File: src/common/odd_gray_pkg.sv
// Package: command codes, field layout and reset values of the mid odd gray table
package odd_gray_pkg;
  localparam int CMD_MSB = 15;
  localparam int CMD_LSB = 8;
  localparam int DATA_MSB = 7;
  localparam int DATA_LSB = 0;
  localparam int NUM_ENTRIES = 7;
  localparam int ENTRY_W = 8;
  localparam int PERIOD_W = 9;
  localparam logic [7:0] ODD_LEVEL12_PERIOD_OFS = 8'h22;
  localparam logic [7:0] ODD_LEVEL11_PERIOD_OFS = 8'h23;
  localparam logic [7:0] ODD_LEVEL10_PERIOD_OFS = 8'h24;
  localparam logic [7:0] ODD_LEVEL9_PERIOD_OFS = 8'h25;
  localparam logic [7:0] ODD_LEVEL8_PERIOD_OFS = 8'h26;
  localparam logic [7:0] ODD_LEVEL7_PERIOD_OFS = 8'h27;
  localparam logic [7:0] ODD_LEVEL6_PERIOD_OFS = 8'h28;
  localparam logic [7:0] ODD_LEVEL12_PERIOD_RST = 8'h53;
  localparam logic [7:0] ODD_LEVEL11_PERIOD_RST = 8'h39;
  localparam logic [7:0] ODD_LEVEL10_PERIOD_RST = 8'h27;
  localparam logic [7:0] ODD_LEVEL9_PERIOD_RST = 8'h1A;
  localparam logic [7:0] ODD_LEVEL8_PERIOD_RST = 8'h12;
  localparam logic [7:0] ODD_LEVEL7_PERIOD_RST = 8'h0C;
  localparam logic [7:0] ODD_LEVEL6_PERIOD_RST = 8'h08;
  localparam logic [2:0] GRAY_MODE_16 = 3'h1;
  typedef logic [ENTRY_W-1:0] entry_t;
  typedef entry_t [NUM_ENTRIES-1:0] entry_arr_t;
  // Index 0 is level 12, index 6 is level 6
  localparam entry_arr_t RESET_TABLE = {ODD_LEVEL6_PERIOD_RST, ODD_LEVEL7_PERIOD_RST,
    ODD_LEVEL8_PERIOD_RST, ODD_LEVEL9_PERIOD_RST, ODD_LEVEL10_PERIOD_RST,
    ODD_LEVEL11_PERIOD_RST, ODD_LEVEL12_PERIOD_RST};
endpackage

File: src/common/odd_load_if.sv
// Interface: decoded load strobe between decoder and table
`timescale 1ns/100ps
interface odd_load_if;
  logic load;
  logic [2:0] index;
  logic [7:0] value;
  modport src (output load, output index, output value);
  modport dst (input load, input index, input value);
endinterface

File: src/verilog/odd_cmd_decode.sv
// Command decoder: maps a command word onto a table entry load
`timescale 1ns/100ps
module odd_cmd_decode
  import odd_gray_pkg::*;
(
  input wire logic clk_i,
  input wire logic rst_n_i,
  input wire logic cmd_valid_i,
  input wire logic [15:0] cmd_word_i,
  odd_load_if.src load_bus
);
  logic [7:0] code;
  logic hit;
  assign code = cmd_word_i[CMD_MSB:CMD_LSB];
  ////////////////////////////////////////////////////////////////////////////
  // Codes 22h..28h select entries 0..6 in ascending order
  assign hit = (code >= ODD_LEVEL12_PERIOD_OFS) && (code <= ODD_LEVEL6_PERIOD_OFS);
  // Registered strobe keeps the table write path short
  always_ff @(posedge clk_i or negedge rst_n_i) begin
    if (!rst_n_i) begin
      load_bus.load <= 1'b0;
      load_bus.index <= 3'h0;
      load_bus.value <= 8'h00;
    end else begin
      load_bus.load <= cmd_valid_i && hit;
      load_bus.index <= 3'(code - ODD_LEVEL12_PERIOD_OFS);
      load_bus.value <= cmd_word_i[DATA_MSB:DATA_LSB];
    end
  end
  // Only a matching code may produce a load
  property p_load_only_on_hit;
    @(posedge clk_i) disable iff (!rst_n_i)
    load_bus.load |-> $past(cmd_valid_i) && $past(hit);
  endproperty
  a_load_only_on_hit: assert property (p_load_only_on_hit) else $error("load without hit");
endmodule

File: src/verilog/odd_gray_table_mid.sv
// Write-only odd gray period table for levels 12 down to 6
`timescale 1ns/100ps
module odd_gray_table_mid
  import odd_gray_pkg::*;
(
  input wire logic CLOCK_I,
  input wire logic ARST_N_I,
  input wire logic CMD_VALID_I,
  input wire logic [15:0] CMD_WORD_I,
  input wire logic [2:0] GRAY_MODE_I,
  input wire logic [2:0] LEVEL_SEL_I,
  output logic [8:0] PERIOD_COUNT_O,
  output logic [7:0] ENTRY_VALUE_O
);
  logic rst_meta;
  logic rst_n;
  entry_t table_q [NUM_ENTRIES];
  odd_load_if load_bus ();
  ////////////////////////////////////////////////////////////////////////////
  // Reset release through two flops; assertion is immediate
  always_ff @(posedge CLOCK_I or negedge ARST_N_I) begin
    if (!ARST_N_I) begin
      rst_meta <= 1'b0;
      rst_n <= 1'b0;
    end else begin
      rst_meta <= 1'b1;
      rst_n <= rst_meta;
    end
  end
  ////////////////////////////////////////////////////////////////////////////
  // Decoder of the host command word
  odd_cmd_decode u_decode (
    .clk_i(CLOCK_I),
    .rst_n_i(rst_n),
    .cmd_valid_i(CMD_VALID_I),
    .cmd_word_i(CMD_WORD_I),
    .load_bus(load_bus)
  );

  ////////////////////////////////////////////////////////////////////////////
  // Structure
  // Host word -> decoder (one flop) -> load strobe -> slot register.
  // A load therefore lands one edge after the word is taken, and shows on
  // the outputs one edge after that when its slot is selected.
  // Back-to-back words are fine: every word has its own strobe cycle.
  // Codes outside 22h..28h are dropped in the decoder without any answer.

  ////////////////////////////////////////////////////////////////////////////
  // Decoding helpers
  // They are shared by the storage, the lookup and the checks below, so that
  // a slot number or a period count is worked out the same way everywhere.
  ////////////////////////////////////////////////////////////////////////////

  // Write select of one slot: the strobe must name exactly this slot
  function automatic logic entry_write(input logic load, input logic [2:0] index,
      input int unsigned slot);
    entry_write = load && (index == 3'(slot));
  endfunction

  // True when a select names one of the seven entries held here
  // Select 7 is spare and reads as an idle slot
  function automatic logic select_valid(input logic [2:0] sel);
    select_valid = sel < 3'(NUM_ENTRIES);
  endfunction

  // Value N drives N+1 gray clock periods; the extra bit keeps 256 exact
  // A count as narrow as the entry would wrap the largest value back to zero
  function automatic logic [PERIOD_W-1:0] period_of(input entry_t value);
    period_of = {1'b0, value} + 9'h001;
  endfunction

  ////////////////////////////////////////////////////////////////////////////
  // Table storage, one register per odd level
  // Slot 0 is level 12 and slot 6 is level 6, in the order of the codes.
  // There is no read path towards the host: the entries only leave through
  // the timing generator lookup, so software cannot see what it loaded.
  // A load is taken whatever the display mode; keeping to the 16-level
  // mode is left to the host, and only a check below watches it.
  ////////////////////////////////////////////////////////////////////////////

  // One write select bit per slot, each driven from inside the loop
  logic [NUM_ENTRIES-1:0] wr_vec;

  for (genvar k = 0; k < NUM_ENTRIES; k++) begin : g_entry
    // Strobe decode for this slot only
    assign wr_vec[k] = entry_write(load_bus.load, load_bus.index, k);

    // Each slot restores its own default, so a reset rebuilds the whole table
    always_ff @(posedge CLOCK_I or negedge rst_n) begin
      if (!rst_n) begin
        table_q[k] <= RESET_TABLE[k];
      end else if (wr_vec[k]) begin
        table_q[k] <= load_bus.value;
      end
    end

    // The first edge after release must still show the default
    property p_entry_reset;
      @(posedge CLOCK_I) disable iff (!rst_n)
      $rose(rst_n) |-> table_q[k] == RESET_TABLE[k];
    endproperty
    a_entry_reset: assert property (p_entry_reset) else $error("default lost");

    // Only a strobe addressed to this slot may change it
    property p_entry_holds;
      @(posedge CLOCK_I) disable iff (!rst_n)
      !wr_vec[k] |=> $stable(table_q[k]);
    endproperty
    a_entry_holds: assert property (p_entry_holds) else $error("entry changed");
  end

  ////////////////////////////////////////////////////////////////////////////
  // Checks on the write select
  // They catch a decoder that opens two slots at once, or one with no strobe,
  // which the end-to-end tests would only see later as a wrong entry.
  ////////////////////////////////////////////////////////////////////////////

  // A strobe only ever names a slot that exists
  property p_index_in_range;
    @(posedge CLOCK_I) disable iff (!rst_n)
    load_bus.load |-> select_valid(load_bus.index);
  endproperty
  a_index_in_range: assert property (p_index_in_range) else $error("bad load index");

  // A strobe opens exactly one slot, and no slot opens without one
  property p_one_target;
    @(posedge CLOCK_I) disable iff (!rst_n)
    load_bus.load ? $onehot(wr_vec) : (wr_vec == '0);
  endproperty
  a_one_target: assert property (p_one_target) else $error("bad write select");

  ////////////////////////////////////////////////////////////////////////////
  // Timing generator lookup: raw value and N+1 count of the selected level
  // The lookup is one flop stage deep on purpose: the timing generator takes
  // the count straight from a register, at the cost of one edge of latency
  // after the select changes.
  ////////////////////////////////////////////////////////////////////////////

  always_ff @(posedge CLOCK_I or negedge rst_n) begin
    if (!rst_n) begin
      // Reset answer matches the spare select
      PERIOD_COUNT_O <= 9'h001;
      ENTRY_VALUE_O <= 8'h00;
    end else if (select_valid(LEVEL_SEL_I)) begin
      ENTRY_VALUE_O <= table_q[LEVEL_SEL_I];
      PERIOD_COUNT_O <= period_of(table_q[LEVEL_SEL_I]);
    end else begin
      // Spare select: value 0 and a single period
      ENTRY_VALUE_O <= 8'h00;
      PERIOD_COUNT_O <= 9'h001;
    end
  end

  ////////////////////////////////////////////////////////////////////////////
  // Checks on the lookup
  // They tie both outputs to the stored entries and to each other, and pin
  // down the answer right after a reset release.
  ////////////////////////////////////////////////////////////////////////////

  // Count always one above the value
  property p_count_plus_one;
    @(posedge CLOCK_I) disable iff (!rst_n)
    PERIOD_COUNT_O == {1'b0, ENTRY_VALUE_O} + 9'h001;
  endproperty
  a_count_plus_one: assert property (p_count_plus_one) else $error("count not value+1");

  // The count never leaves the range of one to 256 periods
  property p_count_range;
    @(posedge CLOCK_I) disable iff (!rst_n)
    (PERIOD_COUNT_O != 9'h000) && (PERIOD_COUNT_O <= 9'h100);
  endproperty
  a_count_range: assert property (p_count_range) else $error("count out of range");

  // A valid select shows that slot's stored value one edge later
  property p_value_follows;
    @(posedge CLOCK_I) disable iff (!rst_n)
    rst_n && select_valid(LEVEL_SEL_I) |=> ENTRY_VALUE_O == $past(table_q[LEVEL_SEL_I]);
  endproperty
  a_value_follows: assert property (p_value_follows) else $error("wrong entry shown");

  // A spare select gives value 0 and a single period
  property p_idle_select;
    @(posedge CLOCK_I) disable iff (!rst_n)
    rst_n && !select_valid(LEVEL_SEL_I) |=> (ENTRY_VALUE_O == 8'h00) && (PERIOD_COUNT_O == 9'h001);
  endproperty
  a_idle_select: assert property (p_idle_select) else $error("spare select not idle");

  // Right after release the outputs still show the reset answer
  property p_release_quiet;
    @(posedge CLOCK_I) disable iff (!rst_n)
    $rose(rst_n) |-> (ENTRY_VALUE_O == 8'h00) && (PERIOD_COUNT_O == 9'h001);
  endproperty
  a_release_quiet: assert property (p_release_quiet) else $error("early output");

  ////////////////////////////////////////////////////////////////////////////
  // Checks on the write path
  // The mode check watches the host, not this block: a load in another mode
  // is still taken, and only this check reports it.
  ////////////////////////////////////////////////////////////////////////////

  // A load reaches the entry one cycle after the strobe
  property p_load_lands;
    @(posedge CLOCK_I) disable iff (!rst_n)
    load_bus.load |=> table_q[$past(load_bus.index)] == $past(load_bus.value);
  endproperty
  a_load_lands: assert property (p_load_lands) else $error("load lost");

  // Host loads only in 16-level mode (relied upon, not enforced)
  property p_mode_16;
    @(posedge CLOCK_I) disable iff (!rst_n)
    load_bus.load |-> $past(GRAY_MODE_I) == GRAY_MODE_16;
  endproperty
  a_mode_16: assert property (p_mode_16) else $error("load outside 16-level mode");
endmodule

File: config.mk
export PLATFORM = sky130hd
export DESIGN_NAME = odd_gray_table_mid
export DESIGN_NICKNAME = d
export VERILOG_FILES = /design/src/common/odd_gray_pkg.sv /design/src/common/odd_load_if.sv /design/src/verilog/odd_cmd_decode.sv /design/src/verilog/odd_gray_table_mid.sv
export SDC_FILE = /design/constraint.sdc
export NUM_CORES = 1
export LEC_CHECK = 0
export ABC_AREA = 1
export BUFFER_PORTS_ARGS = -buffer_cell sky130_fd_sc_hd__buf_2
export CELL_PAD_IN_SITES_DETAIL_PLACEMENT = 0
export CELL_PAD_IN_SITES_GLOBAL_PLACEMENT = 1
export CORE_ASPECT_RATIO = 0.75
export CORE_MARGIN = 2
export CORE_UTILIZATION = 39
export CTS_BUF_LIST = sky130_fd_sc_hd__clkbuf_16
export DETAILED_ROUTE_END_ITERATION = 10
export MAX_ROUTING_LAYER = met4
export PLACE_DENSITY = 0.85
export SLEW_MARGIN = 20
export SYNTH_ARGS = -nofsm -noshare
export SYNTH_HDL_FRONTEND = slang
export SYNTH_SLANG_ARGS = --single-unit
File: constraint.sdc
create_clock -name CLOCK_I -period 2.4 [get_ports CLOCK_I]
set_input_delay 0.6 -clock CLOCK_I [delete_from_list [all_inputs] [get_ports CLOCK_I]]
set_output_delay 0.6 -clock CLOCK_I [all_outputs]
set_load 0.02 [all_outputs]
==> results of run 1 <==
through the flow:
step	area (sq um)	utilization
floorplan	3829	-
global placement	4164	0.4329
detailed placement	4164	0.4329
CTS	4472	0.4649
global route	4472	0.4649
finish	4472	0.4649
final cells by class:
type	instances	share of cell area
Clock buffer	9	0.05036
Clock inverter	7	0.01847
Inverter	54	0.04645
Multi-Input combinational cell	298	0.2938
Sequential cell	87	0.4936
Tap cell	132	0.03693
Timing Repair Buffer	47	0.06044
cell families (layout without fill, tap and decap cells):
| group | Yosys count | after routing |
|---|---|---|
| AOI/OAI and AO/OA | 66 | 66 |
| other | 1 | 1 |
| xor gates and xnor gates | 1 | 1 |
| and+or+nand+nor | 228 | 228 |
| adders and majority gates | 2 | 2 |
| buffers and inverters | 70 | 117 |
| DFF | 87 | 87 |
critical path, delay by kind of cell:
family | cells | cell delay (ns)
adders and majority gates | 1 | 0.20
and+or+nand+nor | 9 | 0.87
buffers and inverters | 3 | 0.42
state kept, by name, indices dropped and copies added, names as in the netlist:
name                     count
rst_meta                     1
ENTRY_VALUE_O                8
PERIOD_COUNT_O               9
u_decode.load_bus.value      8
table_q                     56
u_decode.load_bus.index      3
u_decode.load_bus.load       1
rst_n                        1
worst paths after layout:
path	start	endpoint	slack [ns]	depth (start not counted)
max in group asynchronous	rst_n$_DFF_PN0_	table_q[17]$_DFFE_PN1P_	1.45	1
setup / recovery	LEVEL_SEL_I[1]	PERIOD_COUNT_O[6]$_DFF_PN0_	0.53	13
setup reg to reg	table_q[25]$_DFFE_PN1P_	PERIOD_COUNT_O[6]$_DFF_PN0_	0.65	12
min in group CLOCK_I	rst_meta$_DFF_PN0_	rst_n$_DFF_PN0_	0.35	0
hold reg to reg	rst_n$_DFF_PN0_	PERIOD_COUNT_O[8]$_DFF_PN0_	0.29	0
hold / removal	ARST_N_I	rst_n$_DFF_PN0_	0.03	1
power groups by stage:
stage	registers, mW	logic [mW]	clock network, mW
final	1.61	0.270	1.45
after global routing	1.62	0.314	1.54
after CTS	1.61	0.274	1.47
after detailed placement	1.63	0.273	0
after global placement	1.63	0.267	0
after floorplan	1.65	0.158	0
per-layer routing:
metal / global-route usage / part of all wire / vias to the layer above
met2: 0.2736 / 0.45 / 43
met1: 0.2382 / 0.50 / 1393
met4: 0.05060 / 0.013 / 0
met3: 0.05013 / 0.041 / 8
li1: - / - / 1492
met5: - / 0 / -
cell usage in the layout (no fill, tap or decap), types with 2 or more instances in the layout:
master / n
nand3_1: 24
nand2_1: 168
bufinv_16: 2
ha_1: 2
inv_1: 53
inv_2: 3
dfrtp_1: 65
nand2_4: 2
buf_2: 38
dfstp_2: 21
nand2_2: 8
buf_4: 8
a21oi_1: 2
o21ai_1: 2
nor2_2: 2
nor2_1: 19
clkbuf_16: 9
o21ai_0: 60
==> results.sh, run 1 <==
export IMPL_yosys_area_top_type="dfrtp_1"
export IMPL_synth_top_family_by_area="simple AND/OR/NAND/NOR gates"
export IMPL_intPower_mw=2.550
export IMPL_synthToLayoutAreaGrowth_pct=16.84
export IMPL_cts_tree="yes"
export IMPL_required_ns=2.64
export IMPL_yosysMostFrequentCell="nand2_1"
export IMPL_dp_hpwl_mm=5.711
export IMPL_synth_seq_area_share=0.5757
export IMPL_pre_cts_ws_ns=0.1877
export IMPL_grt_pass1_wl_mm=14.48
export IMPL_slowest_stage="buf_2"
export IMPL_end_kind="flip-flop"
export IMPL_whs_ns=0.03102
export IMPL_switching_share=0.2329
export IMPL_synth_area_leaders="dfrtp_1, nand2_1, dfstp_2"
export IMPL_status="finished clean"
export IMPL_io_pins=42
export IMPL_die_area_sq_um=10630
export IMPL_critPathArrivalTime_ns=2.12
export IMPL_hold_buffers=0
export IMPL_fmax_mhz=534.0
export IMPL_drive_gt1_frac=0.1952
export IMPL_antenna_found_initial=0
export IMPL_synth_avg_cell_area_sq_um=8.412
export IMPL_synthAdderAreaFrac=0.006538
export IMPL_synthCells=455
export IMPL_ys_seq_elements=87
export IMPL_gp_congestion=0.8003
export IMPL_slew_viol_final=0
export IMPL_cp_start_kind="input pin"
export IMPL_p_per_area_nw_per_um2=743.4
export IMPL_netlist_area_leader_share=0.4315
export IMPL_syn_num_nets=482
export IMPL_totalPowerFinal_mw=3.324
export IMPL_fillers=958
export IMPL_vdd_drop_max_v=0.0003419
export IMPL_vias=2936
export IMPL_initial_core_util=0.3979
export IMPL_cts_buffers=9
export IMPL_clock_latency_ns=0.34
export IMPL_synthArstFlopShare=1.000
export IMPL_setup_tns_ns=0
export IMPL_synthesis_area_sq_um=3827
export IMPL_slowest_delay_ns=0.29
export IMPL_die_y_microns=89.80
export IMPL_period_needed_ns=1.873
export IMPL_synthMuxAreaShare=0
export IMPL_grt_usage=0.1800
export IMPL_rsz0062_at_grt="false"
export IMPL_netlist_top_cells_count="nand2_1, dfrtp_1, o21ai_0"
export IMPL_slew_headroom=0.5724
export IMPL_fin_cells=634
export IMPL_crit_top_cell="nand2_1"
export IMPL_clkTransAtPathRegs_ns=0.06
export IMPL_wl_per_cell_microns=13.05
export IMPL_synth_simple_area_share=0.2458
export IMPL_finalClockSkew_ns=0.007289
export IMPL_grt_max_degree=38
export IMPL_htree_levels=3
export IMPL_post_route_drc_count=0
export IMPL_fin_crit_sh=0.7802
export IMPL_power_switching_uw=774.1
export IMPL_cts_sinks=87
export IMPL_grt_overflow_total=0
export IMPL_clock_root_buffer="clkbuf_16"
export IMPL_antennaDiodeCount=0
export IMPL_synth_xor_area_share=0.002288
export IMPL_layout_area_seq_sq_um=2207
export IMPL_cts_resized=0
export IMPL_synth_warnings=0
export IMPL_clockPowerShare=0.436
export IMPL_die_x_microns=118.4
export IMPL_pwr_share_comb=0.081
export IMPL_via_per_inst=4.631
export IMPL_place_inst=618
export IMPL_drt_total_wl_mm=8.276
export IMPL_finalHoldViolations=0
export IMPL_rows=31
export IMPL_core_sq_um=9619
export IMPL_synthFlopType="dfrtp_1"
export IMPL_grt_pass1_vias=2906
export IMPL_drt_pass1_iter_count=4
export IMPL_maxCapViolations=0
export IMPL_p_leak_nw=2.265
export IMPL_setup_viol=0
export IMPL_seq_power_share=0.483
export IMPL_worst_pin_slew_ns=0.6396
export IMPL_setup_ws_ns=0.5275
export IMPL_path_class="input pin to flip-flop"
export IMPL_nets=524
export IMPL_clockBufferDepth=2
export IMPL_portBuffers=38
export IMPL_synth_compound_area_frac=0.08761
export IMPL_ant_nets=0
export IMPL_yosysUniqueCellTypes=27
export IMPL_drt_initial_drc_count=202
export IMPL_multi_input_area_sq_um=1314
export IMPL_hold_class="input pin to asynchronous set/reset pin"
export IMPL_crit_chain="buf_2 -> nand2_1 -> inv_2 -> nand2_1 -> nand2_1 -> nand2_1 -> nand2_2 -> ha_1 -> nand3_1 -> nor2_2 -> nand3_1 -> nand2_1 -> inv_1"
export IMPL_post_cts_buffers=0
export IMPL_crit_fanout=14
export IMPL_synth_edf_count=0
No activity file was read; power rests on OpenSTA's default activity.
==> inputs of run 2 (changes only) <==
- ABC_AREA: 1 -> 0
- CORE_UTILIZATION: 39 -> 48
- PLACE_DENSITY: 0.85 -> 0.89
- clock period: 2.4 -> 1.9 ns (I/O delays scaled with it)
==> results.sh, run 2 <==
export IMPL_grt_usage=0.1960
export IMPL_core_sq_um=7398
export IMPL_final_cell_mix="dfrtp_1, mux2_2, buf_2"
export IMPL_crit_fanout=6
export IMPL_yosysUniqueCellTypes=43
export IMPL_crit_family="simple AND/OR/NAND/NOR gates"
export IMPL_dp_hpwl_mm=5.078
export IMPL_setup_viol=0
export IMPL_top_regs="table_q (56), PERIOD_COUNT_O (9)"
export IMPL_antennaDiodeCount=0
export IMPL_synthCells=245
export IMPL_synthesis_area_sq_um=3695
export IMPL_drive_gt1_frac=0.5710
export IMPL_crit_chain="buf_2 -> buf_4 -> nor2b_2 -> buf_4 -> a221o_1 -> nand2_1 -> nor4_2 -> nand2_2 -> mux2i_1"
export IMPL_layout_commonest_cell="dfrtp_1"
export IMPL_grt_use_met3=0.05714
export IMPL_min_delay_start="CMD_WORD_I[1]"
export IMPL_finalClockSkew_ns=0.003413
export IMPL_required_ns=2.09
export IMPL_die_area_sq_um=8423
export IMPL_cts_tree="yes"
export IMPL_finalHoldViolations=0
export IMPL_slew_viol_final=0
export IMPL_via_per_inst=5.287
export IMPL_antenna_found_initial=0
export IMPL_grt_pass1_vias=2391
export IMPL_cts_sinks=87
export IMPL_htree_levels=3
export IMPL_hold_class="input pin to flip-flop"
export IMPL_yosys_area_top_type="dfrtp_1"
export IMPL_slew_headroom=0.6635
export IMPL_cp_start_kind="input pin"
export IMPL_synth_seq_area_share=0.5963
export IMPL_drt_initial_drc_count=80
export IMPL_regToRegEndpoint="PERIOD_COUNT_O[2]$_DFF_PN0_"
export IMPL_largest_reg_flops=56
export IMPL_netlist_top_cells_count="dfrtp_1, mux2_2, dfstp_2"
export IMPL_top_register="table_q"
export IMPL_period_needed_ns=1.840
export IMPL_holdPathEnd="u_decode.load_bus.value[1]$_DFF_PN0_"
export IMPL_p_per_area_nw_per_um2=917.7
export IMPL_totalPowerFinal_mw=4.188
export IMPL_worst_hold_path_num_cells=1
export IMPL_crit_top_cell="buf_4"
export IMPL_synthArstFlopShare=1.000
export IMPL_vdd_drop_max_v=0.0006872
export IMPL_synth_warnings=0
export IMPL_nets=346
export IMPL_fmax_mhz=543.6
export IMPL_synthFlopType="dfrtp_1"
export IMPL_ant_nets=0
export IMPL_status="finished clean"
export IMPL_rows=27
export IMPL_yosysMostFrequentCell="dfrtp_1"
export IMPL_critPathArrivalTime_ns=2.03
export IMPL_syn_num_nets=272
export IMPL_synth_edf_count=0
export IMPL_drt_total_wl_mm=7.240
export IMPL_fillers=560
export IMPL_clock_root_buffer="clkbuf_16"
export IMPL_wl_per_cell_microns=17.04
export IMPL_grt_max_degree=39
export IMPL_fin_cells=425
export IMPL_place_inst=408
export IMPL_worst_pin_slew_ns=0.5047
export IMPL_slowest_stage="nor4_2"
export IMPL_critPathBufInv=3
export IMPL_die_x_microns=105.3
export IMPL_initial_core_util=0.4994
export IMPL_die_y_microns=79.98
export IMPL_post_route_drc_count=0
export IMPL_synth_avg_cell_area_sq_um=15.08
export IMPL_synthToLayoutAreaGrowth_pct=23.50
export IMPL_grt_pass1_wl_mm=11.94
export IMPL_slowest_delay_ns=0.37
export IMPL_path_class="input pin to flip-flop"
export IMPL_rr_startpoint="table_q[8]$_DFFE_PN0P_"
export IMPL_vias=2247
export IMPL_whs_ns=0.2461
export IMPL_p_leak_nw=2.230
export IMPL_end_kind="flip-flop"
export IMPL_cts_buffers=9
export IMPL_r2r_cells=5
export IMPL_clock_latency_ns=0.33
export IMPL_portBuffers=38
export IMPL_synth_area_leaders="dfrtp_1, mux2_2, dfstp_2"
export IMPL_io_pins=42
export IMPL_drt_pass1_iter_count=4
export IMPL_post_cts_buffers=0
export IMPL_use_met2=0.3129
export IMPL_busiest_layer="met2"
export IMPL_ys_seq_elements=87
export IMPL_r2r_setup_slack_ns=0.09
export IMPL_clockBufferDepth=2
export IMPL_met1_usage=0.2469
export IMPL_netlist_area_leader_share=0.4470
export IMPL_gp_congestion=0.7828
export IMPL_grt_overflow_total=0
export IMPL_clkTransAtPathRegs_ns=0.06
export IMPL_fin_crit_sh=0.9682
export IMPL_maxCapViolations=0
export IMPL_critical_path_depth=9
export IMPL_fin_util=0.6168
run 2: area by class of cell:
type | count | area [sq um] | area share
Sequential cell | 87 | 2207 | 0.4837
Multi-Input combinational cell | 138 | 1423 | 0.3118
Timing Repair Buffer | 71 | 456.7 | 0.1001
Clock buffer | 9 | 225.2 | 0.04936
Tap cell | 101 | 126.4 | 0.02769
Clock inverter | 7 | 80.08 | 0.01755
Inverter | 12 | 45.04 | 0.009871
run 2: logic make-up after synthesis:
| logic type | count (synthesis) | synth area share |
|---|---|---|
| fa+ha+maj | 2 | 0.006772 |
| other cells | 1 | 0.001015 |
| mux | 81 | 0.2482 |
| simple gates | 29 | 0.05893 |
| flops | 87 | 0.5963 |
| buf+inv | 20 | 0.02777 |
| xor+xnor | 4 | 0.009481 |
| compound gates | 21 | 0.05148 |
run 2: worst max path at each step:
stage,start,to,slack (ns)
floorplan,LEVEL_SEL_I[0],PERIOD_COUNT_O[2]$_DFF_PN0_,0.01
global placement,LEVEL_SEL_I[0],PERIOD_COUNT_O[2]$_DFF_PN0_,-0.30
detailed placement,LEVEL_SEL_I[1],PERIOD_COUNT_O[5]$_DFF_PN0_,-0.33
CTS,LEVEL_SEL_I[1],PERIOD_COUNT_O[5]$_DFF_PN0_,0.008
global route,LEVEL_SEL_I[1],PERIOD_COUNT_O[7]$_DFF_PN0_,-0.02
finish,LEVEL_SEL_I[1],PERIOD_COUNT_O[7]$_DFF_PN0_,0.06
run 2: layer usage:
metal,vias to the layer above,part of all wire
li1,1034,-
met1,1145,0.45
met2,59,0.49
met3,9,0.051
met4,0,0.0091
met5,-,0
run 2: through the flow:
stage	setup TNS [ns]	cell area, sq um	setup WS (ns)
2_1_floorplan	0	3719	0.01109
3_3_place_gp	-2.221	4233	-0.3019
3_5_place_dp	-2.878	4233	-0.3342
4_1_cts	0	4548	0.008369
5_1_grt	-0.02621	4563	-0.02381
6_report	0	4563	0.06048
run 2: power by group:
| part | internal [mW] | switching, mW | leakage [nW] |
|---|---|---|---|
| clock | 1.13 | 0.651 | 0.157 |
| combinational | 0.180 | 0.178 | 0.988 |
| sequential | 1.97 | 0.0757 | 1.09 |
| total | 3.28 | 0.905 | 2.23 |
run 2: what timing repair did:
item                                    4_1_cts  5_1_grt
hold endpoints to repair                      2        0
hold buffers                                  1        0
endpoints found under the setup margin        0        8
resized for setup                             0        5
==> inputs of run 3 (changes only) <==
==> constraint.sdc (replaced) <==
create_clock -name CLOCK_I -period 1.9 [get_ports CLOCK_I]
set_input_delay 0.095 -clock CLOCK_I [delete_from_list [all_inputs] [get_ports CLOCK_I]]
set_output_delay 0.095 -clock CLOCK_I [all_outputs]
set_load 0.02 [all_outputs]
==> results.sh, run 3 (same netlist as run 2, synthesis figures left out) <==
export IMPL_drt_initial_drc_count=72
export IMPL_fmax_mhz=540.6
export IMPL_status="finished clean"
export IMPL_crit_fanout=2
export IMPL_setup_ws_ns=0.05007
export IMPL_finalHoldViolations=0
export IMPL_portBuffers=38
export IMPL_setup_viol=0
export IMPL_die_area_sq_um=8423
export IMPL_end_kind="flip-flop"
export IMPL_drt_total_wl_mm=7.106
export IMPL_cp_start_kind="flip-flop"
export IMPL_post_route_drc_count=0
export IMPL_top_register="table_q"
export IMPL_top_regs="table_q (56), PERIOD_COUNT_O (9)"
export IMPL_cts_buffers=9
export IMPL_largest_reg_flops=56
export IMPL_pre_cts_ws_ns=-0.03227
export IMPL_setup_tns_ns=0
export IMPL_vdd_drop_max_v=0.0004715
export IMPL_cts_tree="yes"
export IMPL_antennaDiodeCount=0
export IMPL_worst_pin_slew_ns=0.7108
export IMPL_via_per_inst=5.180
export IMPL_p_per_area_nw_per_um2=932.3
export IMPL_dp_hpwl_mm=4.672
export IMPL_io_pins=42
export IMPL_hold_class="input pin to flip-flop"
export IMPL_clockBufferDepth=2
export IMPL_gp_congestion=0.7794
export IMPL_grt_max_degree=37
export IMPL_worst_hold_path_num_cells=2
export IMPL_nets=349
export IMPL_layout_commonest_cell="dfrtp_1"
export IMPL_wl_per_cell_microns=16.60
export IMPL_grt_pass1_vias=2375
export IMPL_htree_levels=3
export IMPL_cts_sinks=87
export IMPL_slew_viol_final=0
export IMPL_slew_headroom=0.5252
export IMPL_core_sq_um=7398
export IMPL_fin_cells=428
export IMPL_p_leak_nw=2.268
export IMPL_die_x_microns=105.3
export IMPL_grt_usage=0.1968
export IMPL_initial_core_util=0.4994
export IMPL_grt_overflow_total=0
export IMPL_path_class="flip-flop to flip-flop"
export IMPL_r2r_cells=5
export IMPL_fin_util=0.6293
export IMPL_die_y_microns=79.98
export IMPL_synthToLayoutAreaGrowth_pct=26.01
export IMPL_finalClockSkew_ns=0.003724
export IMPL_vias=2217
export IMPL_antenna_found_initial=0
export IMPL_rsz0062_at_grt="true"
export IMPL_fin_crit_sh=0.9736
export IMPL_clock_root_buffer="clkbuf_16"
export IMPL_drt_pass1_iter_count=4
export IMPL_place_inst=400
export IMPL_ant_nets=0
export IMPL_clock_latency_ns=0.33
export IMPL_r2r_setup_slack_ns=0.05
export IMPL_final_cell_mix="dfrtp_1, mux2_2, buf_2"
export IMPL_critPathArrivalTime_ns=2.08
export IMPL_drive_gt1_frac=0.5474
export IMPL_clkTransAtPathRegs_ns=0.06
export IMPL_whs_ns=0.01656
export IMPL_rows=27
export IMPL_maxCapViolations=0
export IMPL_required_ns=2.13
export IMPL_grt_pass1_wl_mm=12.12
export IMPL_period_needed_ns=1.850
==> run 3: cell types whose count changed in the layout (fill, tap and decap cells not counted), sizes merged <==
cell,before,now
dlygate4sd3,1,11
buf,70,63
clkinv,3,1
bufinv,2,3
inv,14,15
==> run 3: stage by stage <==
stage	cell area, sq um	power, mW
6_report	4656	4.341
5_1_grt	4656	4.525
4_1_cts	4618	4.375
3_5_place_dp	4150	2.414
3_3_place_gp	4150	2.399
2_1_floorplan	3696	2.282
==> run 3: worst paths after layout <==
path,from,to
max,table_q[8]$_DFFE_PN0P_,PERIOD_COUNT_O[2]$_DFF_PN0_
min,CMD_WORD_I[11],u_decode.load_bus.load$_DFF_PN0_
max reg2reg,table_q[8]$_DFFE_PN0P_,PERIOD_COUNT_O[2]$_DFF_PN0_
min reg2reg,rst_n$_DFF_PN0_,table_q[24]$_DFFE_PN0P_
max in group asynchronous,rst_n$_DFF_PN0_,table_q[33]$_DFFE_PN1P_
min in group asynchronous,ARST_N_I,rst_n$_DFF_PN0_
==> run 3: critical path: stages (launching register included) <==
cell and delay [ns]:
dfrtp_1 0.37, mux4_2 0.49, mux2_4 0.32, ha_4 0.18, or2_4 0.22, and3_4 0.17
==> run 3: final cells by class <==
cell class	count	area, sq um
clock inverters	7	106.4
clock buffers	9	225.2
fillers	554	2743
well taps	101	126.4
inverters	12	45.04
multi-input cells	138	1441
flip-flops and latches	87	2207
repair buffers	74	504.2
==> run 3: routing by layer <==
layer,track usage,wire [microns]
met1,0.2582,3339
met2,0.3019,3372
met3,0.04653,310
met4,0.07067,84
met5,-,0
==> run 3: power by group <==
part	total, mW	leakage (nW)	internal, mW	switching, mW
logic	0.365	1.01	0.185	0.181
registers	2.05	1.09	1.97	0.0739
clock network	1.93	0.173	1.27	0.661
total	4.34	2.27	3.42	0.916
==> run 3: what timing repair did <==
| item | in CTS | in global routing |
|---|---|---|
| gates cloned | 0 | 0 |
| hold buffers | 11 | 0 |
| endpoints found under the setup margin | 1 | 3 |
| endpoints found under the hold margin | 12 | 0 |
| buffers inserted | 0 | 1 |
| resized for setup | 5 | 7 |
| pin swaps | 0 | 5 |
